File: src/pdc_pkg.sv
// package of register map, field layout and reset values for the divider configuration block
package pdc_pkg;
	// ==========================================================
	// register indices (printed offsets) and byte addresses
	localparam logic [11:0] FIRST_PRESCALER_CTRL_IDX = 12'h020;
	localparam logic [11:0] SECOND_PRESCALER_CTRL_IDX = 12'h021;
	localparam logic [11:0] THIRD_PRESCALER_CTRL_IDX = 12'h022;
	localparam logic [11:0] FEEDBACK_DIVIDE_VALUE_IDX = 12'h023;
	localparam logic [11:0] TRANSFER_STROBE_IDX = 12'h030;
	localparam logic [13:0] FIRST_PRESCALER_CTRL_ADDR = {FIRST_PRESCALER_CTRL_IDX, 2'b00};
	localparam logic [13:0] SECOND_PRESCALER_CTRL_ADDR = {SECOND_PRESCALER_CTRL_IDX, 2'b00};
	localparam logic [13:0] THIRD_PRESCALER_CTRL_ADDR = {THIRD_PRESCALER_CTRL_IDX, 2'b00};
	localparam logic [13:0] FEEDBACK_DIVIDE_VALUE_ADDR = {FEEDBACK_DIVIDE_VALUE_IDX, 2'b00};
	localparam logic [13:0] TRANSFER_STROBE_ADDR = {TRANSFER_STROBE_IDX, 2'b00};
	// ==========================================================
	// field positions
	localparam int CLEAR_BIT = 0;
	localparam int ENABLE_BIT = 1;
	localparam int REGULATOR_BIT = 2;
	localparam int WIDE_RATIO_LSB = 3;
	localparam int NARROW_RATIO_LSB = 2;
	localparam int TRANSFER_BIT = 0;
	// ==========================================================
	// reset values of the live (stored) registers
	localparam logic [7:0] FIRST_PRESCALER_RESET = 8'h16;
	localparam logic [7:0] SECOND_PRESCALER_RESET = 8'h16;
	localparam logic [7:0] THIRD_PRESCALER_RESET = 8'h02;
	localparam logic [7:0] FEEDBACK_DIVIDE_RESET = 8'h0A;
	// ratio code: divide by 2, 2.5, 3, 3.5
	localparam logic [1:0] RATIO_DIV2 = 2'h0;
	localparam logic [1:0] RATIO_DIV2P5 = 2'h1;
	localparam logic [1:0] RATIO_DIV3 = 2'h2;
	localparam logic [1:0] RATIO_DIV3P5 = 2'h3;
	// feedback value that turns the divider off
	localparam logic [7:0] FEEDBACK_OFF = 8'h00;
endpackage : pdc_pkg

File: src/pdc_divider_config.sv
// apb register file and staged configuration for the prescalers and feedback divider
`timescale 1ns/10ps
// ==========================================================
// Function
// - the first prescaler ratio in bits [4:3] selects 2, 2.5, 3 or 3.5, reset code 10b.
// - the second prescaler ratio in bits [4:3] uses the same encoding, reset code 10b.
// - the third prescaler ratio in bits [3:2] uses the same encoding, reset code 00b.
// - bit 2 of the first prescaler register turns its regulator on, reset 1.
// - bit 2 of the second prescaler register turns its regulator on, reset 1.
// - writing 1 to bit 0 of the first register clears that divider at once and self-clears.
// - writing 1 to bit 0 of the second register clears that divider at once and self-clears.
// - writing 1 to bit 0 of the third register clears that divider at once and self-clears.
// - the feedback value 0x01 to 0xFF is the feedback divide ratio itself.
// - a feedback value of 0x00 disables the feedback divider.
// - the feedback value resets to 0x0A and is read/write.
module pdc_divider_config (
	// apb slave
	input wire logic pclk,
	input wire logic presetn,
	input wire logic psel,
	input wire logic penable,
	input wire logic pwrite,
	input wire logic [13:0] paddr,
	input wire logic [31:0] pwdata,
	output logic [31:0] prdata,
	output logic pready,
	output logic pslverr,
	// first prescaler, feeds channel dividers one and two
	output logic [1:0] first_prescaler_ratio,
	output logic first_prescaler_on,
	output logic first_prescaler_regulator_on,
	output logic first_prescaler_clear,
	// second prescaler, feeds channel dividers three and four
	output logic [1:0] second_prescaler_ratio,
	output logic second_prescaler_on,
	output logic second_prescaler_regulator_on,
	output logic second_prescaler_clear,
	// third prescaler
	output logic [1:0] third_prescaler_ratio,
	output logic third_prescaler_on,
	output logic third_prescaler_clear,
	// feedback divider
	output logic [7:0] feedback_ratio,
	output logic feedback_on,
	// prescaler cycle markers
	output logic [2:0] prescaler_wrap
);
	// ==========================================================
	// bus decode
	logic access;
	logic wr;
	logic hit_first;
	logic hit_second;
	logic hit_third;
	logic hit_feedback;
	logic hit_strobe;
	logic mapped;
	assign access = psel && penable;
	assign wr = access && pwrite;
	assign hit_first = (paddr == pdc_pkg::FIRST_PRESCALER_CTRL_ADDR);
	assign hit_second = (paddr == pdc_pkg::SECOND_PRESCALER_CTRL_ADDR);
	assign hit_third = (paddr == pdc_pkg::THIRD_PRESCALER_CTRL_ADDR);
	assign hit_feedback = (paddr == pdc_pkg::FEEDBACK_DIVIDE_VALUE_ADDR);
	assign hit_strobe = (paddr == pdc_pkg::TRANSFER_STROBE_ADDR);
	assign mapped = hit_first || hit_second || hit_third || hit_feedback
		|| hit_strobe;
	// zero-wait slave; unmapped addresses answer with an error
	assign pready = 1'b1;
	assign pslverr = access && !mapped;
	// reserved bits are not stored, so a careless write cannot leak into them
	logic [7:0] wbyte;
	assign wbyte = pwdata[7:0];
	logic strobe;
	assign strobe = wr && hit_strobe && wbyte[pdc_pkg::TRANSFER_BIT];
	// ==========================================================
	// shadow (staged) registers, read back by software
	logic [4:1] first_shadow_reg;
	logic [4:1] second_shadow_reg;
	logic [3:1] third_shadow_reg;
	logic [7:0] feedback_shadow_reg;
	always_ff @(posedge pclk or negedge presetn) begin
		if (!presetn) begin
			first_shadow_reg <= pdc_pkg::FIRST_PRESCALER_RESET[4:1];
			second_shadow_reg <= pdc_pkg::SECOND_PRESCALER_RESET[4:1];
			third_shadow_reg <= pdc_pkg::THIRD_PRESCALER_RESET[3:1];
			feedback_shadow_reg <= pdc_pkg::FEEDBACK_DIVIDE_RESET;
		end else begin
			if (wr && hit_first) begin
				first_shadow_reg <= wbyte[4:1];
			end
			if (wr && hit_second) begin
				second_shadow_reg <= wbyte[4:1];
			end
			if (wr && hit_third) begin
				third_shadow_reg <= wbyte[3:1];
			end
			if (wr && hit_feedback) begin
				feedback_shadow_reg <= wbyte;
			end
		end
	end
	// ==========================================================
	// active registers, loaded by the transfer strobe
	logic [4:1] first_active_reg;
	logic [4:1] second_active_reg;
	logic [3:1] third_active_reg;
	logic [7:0] feedback_active_reg;
	always_ff @(posedge pclk or negedge presetn) begin
		if (!presetn) begin
			first_active_reg <= pdc_pkg::FIRST_PRESCALER_RESET[4:1];
			second_active_reg <= pdc_pkg::SECOND_PRESCALER_RESET[4:1];
			third_active_reg <= pdc_pkg::THIRD_PRESCALER_RESET[3:1];
			feedback_active_reg <= pdc_pkg::FEEDBACK_DIVIDE_RESET;
		end else if (strobe) begin
			first_active_reg <= first_shadow_reg;
			second_active_reg <= second_shadow_reg;
			third_active_reg <= third_shadow_reg;
			feedback_active_reg <= feedback_shadow_reg;
		end
	end
	// ==========================================================
	// live clear pulses: one cycle, bypass the strobe, never stored
	logic [2:0] clear_reg;
	logic [2:0] clear_next;
	assign clear_next[0] = wr && hit_first && wbyte[pdc_pkg::CLEAR_BIT];
	assign clear_next[1] = wr && hit_second && wbyte[pdc_pkg::CLEAR_BIT];
	assign clear_next[2] = wr && hit_third && wbyte[pdc_pkg::CLEAR_BIT];
	always_ff @(posedge pclk or negedge presetn) begin
		if (!presetn) begin
			clear_reg <= 3'h0;
		end else begin
			clear_reg <= clear_next;
		end
	end
	assign first_prescaler_clear = clear_reg[0];
	assign second_prescaler_clear = clear_reg[1];
	assign third_prescaler_clear = clear_reg[2];
	// ==========================================================
	// outputs from active registers
	assign first_prescaler_ratio = first_active_reg[4:3];
	assign first_prescaler_regulator_on = first_active_reg[2];
	assign first_prescaler_on = first_active_reg[1];
	assign second_prescaler_ratio = second_active_reg[4:3];
	assign second_prescaler_regulator_on = second_active_reg[2];
	assign second_prescaler_on = second_active_reg[1];
	assign third_prescaler_ratio = third_active_reg[3:2];
	assign third_prescaler_on = third_active_reg[1];
	assign feedback_ratio = feedback_active_reg;
	assign feedback_on = (feedback_active_reg != pdc_pkg::FEEDBACK_OFF);
	// ==========================================================
	// divider models: each counts its ratio in half steps
	logic [5:0] ratios;
	logic [2:0] enables;
	assign ratios = {third_prescaler_ratio, second_prescaler_ratio,
		first_prescaler_ratio};
	assign enables = {third_prescaler_on, second_prescaler_on,
		first_prescaler_on};
	genvar g;
	generate
		for (g = 0; g < 3; g++) begin : g_pre
			pdc_prescaler u_pre (
				.pclk(pclk),
				.presetn(presetn),
				.ratio(ratios[2*g+1:2*g]),
				.enable(enables[g]),
				.clear(clear_reg[g]),
				.phase_count(),
				.half_phase(),
				.wrap(prescaler_wrap[g])
			);
		end
	endgenerate
	// ==========================================================
	// read mux: clear bits read as zero, reserved bits as zero
	logic [7:0] rbyte;
	assign rbyte = hit_first ? {3'h0, first_shadow_reg, 1'b0} :
		hit_second ? {3'h0, second_shadow_reg, 1'b0} :
		hit_third ? {4'h0, third_shadow_reg, 1'b0} :
		hit_feedback ? feedback_shadow_reg : 8'h00;
	always_ff @(posedge pclk or negedge presetn) begin
		if (!presetn) begin
			prdata <= 32'h0;
		end else if (psel && !penable && !pwrite) begin
			prdata <= {24'h0, rbyte};
		end
	end
endmodule : pdc_divider_config

File: src/pdc_prescaler.sv
// one prescaler: ratio/enable inputs, half-step divider with wrap output and live clear
`timescale 1ns/10ps
module pdc_prescaler (
	// clock and reset
	input wire logic pclk,
	input wire logic presetn,
	// configuration
	input wire logic [1:0] ratio,
	input wire logic enable,
	input wire logic clear,
	// divider state
	output logic [2:0] phase_count,
	output logic half_phase,
	output logic wrap
);
	// ==========================================================
	// counts half-cycles: a ratio r in halves is 4..7 half steps
	logic [2:0] phase_reg;
	logic [2:0] phase_next;
	logic [2:0] last_phase;
	assign last_phase = {1'b0, ratio} + 3'h3;
	assign wrap = enable && (phase_reg == last_phase);
	assign phase_next = (!enable || wrap) ? 3'h0 : 3'(phase_reg + 3'h1);
	always_ff @(posedge pclk or negedge presetn) begin
		if (!presetn) begin
			phase_reg <= 3'h0;
		end else if (clear) begin
			phase_reg <= 3'h0;
		end else begin
			phase_reg <= phase_next;
		end
	end
	assign phase_count = phase_reg;
	assign half_phase = ratio[0];
endmodule : pdc_prescaler

File: config.mk
export PLATFORM = sky130hd
export DESIGN_NAME = pdc_divider_config
export DESIGN_NICKNAME = d
export VERILOG_FILES = /design/src/pdc_pkg.sv /design/src/pdc_divider_config.sv /design/src/pdc_prescaler.sv
export SDC_FILE = /design/constraint.sdc
export NUM_CORES = 1
export LEC_CHECK = 0
export BUFFER_PORTS_ARGS = -buffer_cell sky130_fd_sc_hd__buf_2
export CORE_MARGIN = 4
export CORE_UTILIZATION = 40
export CTS_BUF_LIST = sky130_fd_sc_hd__clkbuf_16
export DETAILED_ROUTE_END_ITERATION = 12
export PLACE_DENSITY = 0.73
export REMOVE_ABC_BUFFERS = 1
export SYNTH_ARGS = -nofsm -noshare
export SYNTH_HDL_FRONTEND = slang
export SYNTH_SLANG_ARGS = --single-unit
File: constraint.sdc
create_clock -name pclk -period 2.1 [get_ports pclk]
set_clock_uncertainty 0.15 [all_clocks]
set_input_delay 0.21 -clock pclk [delete_from_list [all_inputs] [get_ports pclk]]
set_output_delay 0.21 -clock pclk [all_outputs]
set_load 0.05 [all_outputs]
# Word level (Yosys, flattened, before mapping)
# Index checks and enable logic that the tools add are counted.
[totals] wordCells=68 out_inout_bits=60 register_bits=58 input_bits=51
[classes] eq_ne=8 reduce_logical=31 n_addsub=6 mux=10
[ops] operator="14-bit by 8-bit == test with 1-bit output, second input constant" count=5
[ops] operator="8-bit 2-to-1 mux" count=4
[ops] operator="3-bit 2-to-1 mux" count=6
[ops] operator="1-bit logical AND" count=17
[ops] operator="2-bit by 2-bit adder with 3-bit output, second input constant" count=3
[ops] operator="3-bit by 1-bit adder with 3-bit output, second input constant" count=3
[ops] operator="3-bit == test" count=3
[ops] operator="8-bit nonzero test" count=1
[ops] operator="1-bit logical OR" count=7
[ops] operator="1-bit zero test" count=6

# Longest topological paths before layout
# Gate-level depths: netlist of run 1.
[logic_depth] depth_word=7 ltp_mapped=6 mapped_depth_nobuf=6

# Modules after synthesis
# Synthesis of run 1 repeated with hierarchy kept, for this count alone.
[hier_totals] hier_cells=224 hier_area_um2=2906.5
[by_module_without_submodules] mod="pdc_divider_config" cells_each=170 instances=1 seq_area_each_um2=1248.7 area_each_um2=2321.0
[by_module_without_submodules] mod="pdc_prescaler" cells_each=18 instances=3 seq_area_each_um2=75.1 area_each_um2=195.2

# Worst setup path after synthesis of run 1
# No wires, ideal clock.
[synth_timing] kind="input to register" startpoint="input port paddr[9]" endpoint="register feedback_active_reg[7] (netlist: feedback_ratio[7])" path_buffers=2 required_ns=1.825 setup_time_ns=0.125 arrival_ns=2.247 cell_stages=6 slack_ns=-0.421 path_cell_list="or4_4 -> or4_1 -> buf_4 -> nor3_4 -> buf_6 -> mux2_2"
[synth_via] elab_chain_len=3
[synth_rtl] element="start: declaration" line_no="pdc_divider_config.sv:23" rtl="input wire logic [13:0] paddr,"
[synth_rtl] element="14-bit by 8-bit == test with 1-bit output" line_no="pdc_divider_config.sv:64" rtl="assign hit_strobe = (paddr == pdc_pkg::TRANSFER_STROBE_ADDR);"
[synth_rtl] element="1-bit logical AND (2 in a row)" line_no="pdc_divider_config.sv:74" rtl="assign strobe = wr && hit_strobe && wbyte[pdc_pkg::TRANSFER_BIT];"
[synth_rtl] element="end signal: assignment" line_no="pdc_divider_config.sv:113" rtl="feedback_active_reg <= pdc_pkg::FEEDBACK_DIVIDE_RESET;"
[synth_rtl] element="end signal: assignment" line_no="pdc_divider_config.sv:118" rtl="feedback_active_reg <= feedback_shadow_reg;"
[synth_rtl] element="end: declaration" line_no="pdc_divider_config.sv:107" rtl="logic [7:0] feedback_active_reg;"
# No other way between the ends.
# A chain may end at the register's enable or synchronous reset.

# Final worst setup path of run 1
[layout_timing] startpoint="input port paddr[9]" endpoint="register second_active_reg[3] (netlist bit)"
[layout_via] elab_chain_len=3
[layout_rtl] element="14-bit by 8-bit == test with 1-bit output" line_no="pdc_divider_config.sv:64"
[layout_rtl] element="1-bit logical AND (2 in a row)" line_no="pdc_divider_config.sv:74"
[layout_rtl] element="end signal: assignment" line_no="pdc_divider_config.sv:111" rtl="second_active_reg <= pdc_pkg::SECOND_PRESCALER_RESET[4:1];"
[layout_rtl] element="end signal: assignment" line_no="pdc_divider_config.sv:116" rtl="second_active_reg <= second_shadow_reg;"
[layout_rtl] element="end: declaration" line_no="pdc_divider_config.sv:105" rtl="logic [4:1] second_active_reg;"
# No other way between the ends.

==> key figures, run 1 <==
Die
  – IO Count: about 110
  – Die area: a little under 9000 um^2
  – Placeable Area: slightly below 7000 um^2
  – Starting Density: between 40% and 50%
  – Horiz. Die Dim: about 93 um
  – Std cell rows: 30
  – Die Y: 93.3 um

Synth
  – Yosys warnings: 0
  – Unique masters post-synth: 32
  – Netlist Area Pre-Place: 2910 um^2
  – Post-synth EDFFs: 0
  – Synth async-reset ratio: between 90% and 100%
  – Syn Inst Count: 240
  – Seq/Total Area, Yosys: between 50% and 60%
  – Primary FF master, synth: dfrtp_1
  – Syn avg cell area: around 12 um^2
  – FF+latch count, synth: 58

Timing
  – Slew Viols, Final: 0
  – RSZ-0062 raised after global routing: yes
  – Worst-margin pin slew: between 0.5 and 0.6 ns
  – Final worst-path cycle share: 106%
  – Final Setup Violations: 37
  – Final hold vios: 0
  – Min Clock Period, post-route: between 2 and 2.5 ns
  – Fin worst setup slack: -0.121 ns
  – Relative slew margins: 63.9%
  – Max Freq: between 400 and 500 MHz

Layout
  – Number of flip-flops in the largest register: 9
  – Final #Nets: around 390
  – Layout cells sized above 1: a little over half
  – Final Util: 55.7%
  – # diodes: 0
  – Commonest non-fill, non-tap cells in the layout: buf_2 (56), dfrtp_1 (40), mux2_4 (27)
  – Design Area, Final: 3870 um^2
  – Most common cell after layout, fill and taps aside: buf_2
  – Area Overhead vs Synth: 33.0%

Worst setup path
  – CP max FO: 6
  – R2r worst-path depth: 6
  – Required @ worst endpoint: between 2 and 2.5 ns
  – Reg2reg setup slack: about 0.24 ns
  – Critical Path Start Type: input pin
  – Crit path capture: second_active_reg[3]$_DFFE_PN0P_
  – R2R Path End: g_pre[0].u_pre.phase_count[2]$_DFF_PN0_
  – CP arrival: around 2.3 ns
  – CP startpoint: paddr[9]
  – Critical path class: in -> reg
  – Reg-to-Reg Start: first_active_reg[4]$_DFFE_PN1P_
  – Worst Setup End Kind: flop

Placed design
  – Placement Cell Area: roughly 3300 um^2
  – Dpl hpwl: ~4600 um
  – I/O Buffers: around 60
  – Post-placement worst setup slack: -0.500 ns
  – GPL Wtd Cong: 0.804

Drt
  – Via/cell ratio: 4.72
  – WL final: about 6600 um
  – Post-route ant nets: 0
  – DR vias: around 2000
  – Avg WL per Cell: roughly 15 um
  – 1st-iter DRT viols: between 100 and 150
  – Drc violations: 0
  – DRT Pass-1 Iters: 4

Clock network
  – Sink Count: 58
  – Latest clock arrival within the worst-skew pair: 0.32 ns
  – Clock Tree Root: clkbuf_16
  – Max clock buf depth: 2
  – CTS tree: yes
  – H-Tree Depth: 3
  – CTS buffer count: 9
  – Clk slew on worst S/H paths: approximately 0.050 ns

Pwr
  – Internal power: just under 0.002 W
  – Clock share of power: 47.7%
  – Power per Cell Area: between 600 and 700 nW/um^2
  – Leak: between 1.5 and 2 nW
  – Max VDD drop: between 0.4 and 0.5 mV
  – Switching Share: roughly 24%
  – Seq pwr share: 43.8%
  – Logic pwr share: about 8.5%
  – Switching pwr: between 0.0006 and 0.0007 W

Global routing
  – Number of antenna violations at the first check in global routing: 1
  – Vias in the first global route: ~2100
  – Global Route Usage Sum: between 10% and 20%
  – Total global routing overflow: 0
  – First-pass GRT wire length: approximately 10000 um
  – Pin count of the biggest net entering global routing: 36

Flow run
  – Max-Cap Viols: 0

Status
  – Failing checks: setup timing
  – Outcome: complete, but fails checks

Min path
  – Hold Crit Start: pwdata[0]
  – Hold Crit Class: in -> reg
==> metal layers <==
| metal | global-route usage [%] | routed length (um) |
|---|---|---|
| met1 | 19.0 | 2730 |
| met2 | 24.7 | 3270 |
| met3 | 6.52 | 486 |
| met4 | 4.40 | 78 |
| met5 | 0 | 13 |
==> stage by stage <==
step | setup TNS, ns | total power [W] | hold slack (ns) | instances
floorplan | -16.02 | 0.00126 | -0.236 | 225
global placement | -15.91 | 0.00134 | 0.0790 | 403
detailed placement | -17.27 | 0.00134 | 0.0822 | 403
CTS | -1.57 | 0.00257 | 0.0243 | 426
global route | -3.93 | 0.00266 | 0.0393 | 429
finish | -3.06 | 0.00256 | 0.0388 | 429
==> synthesized netlist by cell type (2+ instances only) <==
cell type,instances,area share [%]
a22o_1,4,1.2
and2_1,3,0.65
buf_2,2,0.34
buf_4,33,8.5
buf_6,2,0.77
conb_1,2,0.26
dfrtp_1,40,34
dfstp_2,18,16
ha_1,6,2.6
inv_1,12,1.5
mux2_2,30,12
mux2_4,8,4.1
mux2i_1,3,1.0
nand2_1,13,1.7
nor2_1,11,1.4
nor3_1,6,1.0
nor4_1,8,1.7
o21ai_0,5,0.86
o221ai_1,4,1.2
or3b_2,4,1.2
or4_1,3,0.77
or4_4,2,0.77
xnor2_1,12,3.6
==> power groups by stage <==
stage | registers [W] | logic (W) | clock network (W)
after floorplan | 0.00114 | 0.000120 | 0
after CTS | 0.00112 | 0.000214 | 0.00124
after global routing | 0.00112 | 0.000233 | 0.00131
after detailed placement | 0.00114 | 0.000204 | 0
after global placement | 0.00114 | 0.000202 | 0
final | 0.00112 | 0.000218 | 0.00122
==> logic make-up (layout without fill, tap and decap cells) <==
logic type	count (synthesis)	count (layout)	synth area share [%]
flip-flops	58	58	50.7
other	2	25	0.258
XOR/XNOR	12	12	3.61
adder cells (fa/ha/maj)	6	6	2.58
buffers and inverters	50	120	11.3
multiplexers	41	41	16.8
AND/OR/NAND/NOR	56	56	11.0
AO/OA/AOI/OAI	15	15	3.74
==> cell type report <==
cell class,instances,area [um^2]
clock buffers,9,225
repair buffers,92,614
well taps,96,120
multi-input cells,155,1360
clock inverters,7,30.0
flip-flops and latches,58,1470
fillers,564,3080
inverters,12,45.0
==> worst max-delay path, cell delays in order <==
cell,delay (ns)
buf_6,0.09
or4_4,0.53
or4_4,0.56
buf_6,0.16
nor3_4,0.21
buf_6,0.18
mux2_2,0.33
==> how the worst min path moves through the flow <==
stage / slack (ns) / depth (start not counted) / to
global route: 0.04 / 2 / feedback_shadow_reg[0]$_DFFE_PN0P_
CTS: 0.02 / 2 / feedback_shadow_reg[0]$_DFFE_PN0P_
floorplan: -0.24 / 0 / clear_reg[0]$_DFF_PN0_
detailed placement: 0.08 / 1 / feedback_ratio[5]$_DFFE_PN0P_
global placement: 0.08 / 1 / feedback_ratio[0]$_DFFE_PN0P_
finish: 0.04 / 2 / feedback_shadow_reg[0]$_DFFE_PN0P_
==> repair_timing <==
| item | 4_1_cts | 5_1_grt |
|---|---|---|
| hold endpoints to repair | 23 | 0 |
| setup buffers | 3 | 2 |
| pin swaps | 7 | 7 |
| gates resized for setup | 32 | 23 |
| gates cloned | 0 | 1 |
| hold buffers | 4 | 0 |
| setup endpoints to repair | 43 | 42 |
No activity file was read; power rests on OpenSTA's default activity.
==> run 2: changes to the inputs <==
- MAX_ROUTING_LAYER: not set -> met4
- REMOVE_ABC_BUFFERS: 1 -> not set
==> run 2 against run 1 <==
Effect of this change: the flow now finishes without violations; critical path depth is 2 lower; design area is 0.16% lower; sequential power hardly changed; largest cell class unchanged.
==> key figures, run 2 (synthesized netlist as in run 1, its figures left out) <==
Status
  – Outcome: completed

Worst setup path
  – Worst Setup End Kind: flop
  – Critical Path Start Type: input pin
  – Reg2reg setup slack: around 0.26 ns
  – R2r worst-path depth: 6
  – CP max FO: 8
  – CP arrival: 2.15 ns
  – Critical path class: in -> reg
  – Reg-to-Reg Start: third_active_reg[2]$_DFFE_PN0P_
  – R2R Path End: g_pre[2].u_pre.phase_count[2]$_DFF_PN0_
  – Required @ worst endpoint: ~2.2 ns

Layout
  – # diodes: 0
  – Area Overhead vs Synth: 32.7%
  – Layout filler cell count: 584
  – Layout cells sized above 1: 54.3%
  – Number of flip-flops in the largest register: 9
  – Design Area, Final: ~3900 um^2
  – Most common cell after layout, fill and taps aside: buf_2
  – Final #Nets: 380
  – Commonest non-fill, non-tap cells in the layout: buf_2 (56), dfrtp_1 (40), conb_1 (25)
  – Final Util: between 50 and 60%

Timing
  – Min Clock Period, post-route: 2.09 ns
  – Final Setup Violations: 0
  – Fin Setup TNS: 0 ns
  – Final hold vios: 0
  – Slew Viols, Final: 0
  – RSZ-0062 raised after global routing: yes
  – Max Freq: around 480 MHz
  – Final worst-path cycle share: around 100%

Placed design
  – Dpl hpwl: about 4300 um
  – Placement Cell Area: around 3300 um^2
  – GPL Wtd Cong: between 0.8 and 0.9
  – I/O Buffers: a little over 60

Die
  – Die area: 8700 um^2
  – Starting Density: a little over two fifths
  – Die Y: 93.3 um
  – Placeable Area: 6940 um^2
  – Horiz. Die Dim: 93.3 um
  – Std cell rows: 30
  – IO Count: between 100 and 150

Clock network
  – H-Tree Depth: 3
  – Latest clock arrival within the worst-skew pair: 0.33 ns
  – CTS tree: yes
  – Clk slew on worst S/H paths: 0.05 ns
  – CTS buffer count: 9
  – Max clock buf depth: 2
  – Clock Tree Root: clkbuf_16
  – Sink Count: 58

Global routing
  – Total global routing overflow: 0
  – Vias in the first global route: 2025
  – First-pass GRT wire length: around 10000 um
  – Pin count of the biggest net entering global routing: 59
  – Global Route Usage Sum: 16.0%
  – Number of antenna violations at the first check in global routing: 0

Drt
  – Drc violations: 0
  – Post-route ant nets: 0
  – WL final: between 6000 and 7000 um
  – DRT Pass-1 Iters: 4
  – 1st-iter DRT viols: 76
  – Via/cell ratio: 4.70
  – DR vias: about 2000
  – Avg WL per Cell: approximately 15 um

Pwr
  – Max VDD drop: between 0.6 and 0.7 mV
  – Leak: between 1.5 and 2 nW
  – Power per Cell Area: around 740 nW/um^2

Min path
  – Hold Crit Class: in -> reg
  – Hold Crit Start: pwdata[0]
  – Worst hold path endpoint: feedback_shadow_reg[0]$_DFFE_PN0P_
  – Hold Path Stages: 2

Flow run
  – Max-Cap Viols: 0
[run 2: changes by cell type in the layout (fill, tap and decap cells not counted), moves of 2 or more]
cell / before / now
mux2_2: 11 / 14
mux2_4: 27 / 24
buf_4: 21 / 19
buf_6: 9 / 7
bufinv_16: 0 / 2
inv_1: 12 / 10
xnor2_1: 11 / 9
xnor2_2: 1 / 3
[run 2: worst max path at each step]
stage / start / endpoint
global route: third_active_reg[2]$_DFFE_PN0P_ / prescaler_wrap[2]
global placement: paddr[9] / third_shadow_reg[2]$_DFFE_PN0P_
CTS: paddr[10] / feedback_ratio[4]$_DFFE_PN0P_
finish: paddr[10] / feedback_shadow_reg[6]$_DFFE_PN0P_
floorplan: paddr[9] / feedback_shadow_reg[0]$_DFFE_PN0P_
detailed placement: paddr[9] / third_shadow_reg[3]$_DFFE_PN0P_
[run 2: per-layer routing]
layer	GRT usage, %	vias up	wire length (um)
met1	19.4	971	2740
met2	24.1	71	3040
met5	-	-	0
met4	5.37	0	108
met3	6.68	11	355
li1	-	939	-
[run 2: timing repair]
action	in CTS	in global routing
hold buffers	4	0
resized for setup	32	9
setup buffers	5	0
gates cloned	1	0
endpoints found under the hold margin	53	0
endpoints found under the setup margin	36	30
pin swaps	11	4
[run 2: final cells by class]
type                       instances  area (um^2)  area share, %
tap                               96          120           3.11
timing repair buffer              87          562           14.6
inverter                          12         45.0           1.17
sequential                        58         1470           38.2
clock buffer                       9          225           5.83
clock inverter                     7         83.8           2.17
multi-input combinational        155         1350           35.0
[run 2: report_power, final]
part	switching, W	total (W)	internal, W
Sequential	0.000000134	0.00112	0.00112
Combinational	0.000164	0.000212	0.0000479
Clock	0.000485	0.00151	0.00102
[run 2: worst max-delay path, cell delays in order]
cell and delay (ns):
buf_6 0.09, or4_4 0.53, or4_4 0.44, or4_4 0.54, mux2_4 0.34
[run 2: through the flow]
step                setup slack, ns  cells  hold WS [ns]  total power [W]
CTS                         -0.0492    426       0.00478          0.00286
global placement             -0.447    401        0.0784          0.00134
detailed placement           -0.470    401        0.0853          0.00134
finish                      0.00953    424        0.0193          0.00284
floorplan                    -0.388    263        -0.236          0.00130
global route                -0.0614    424       0.00718          0.00294
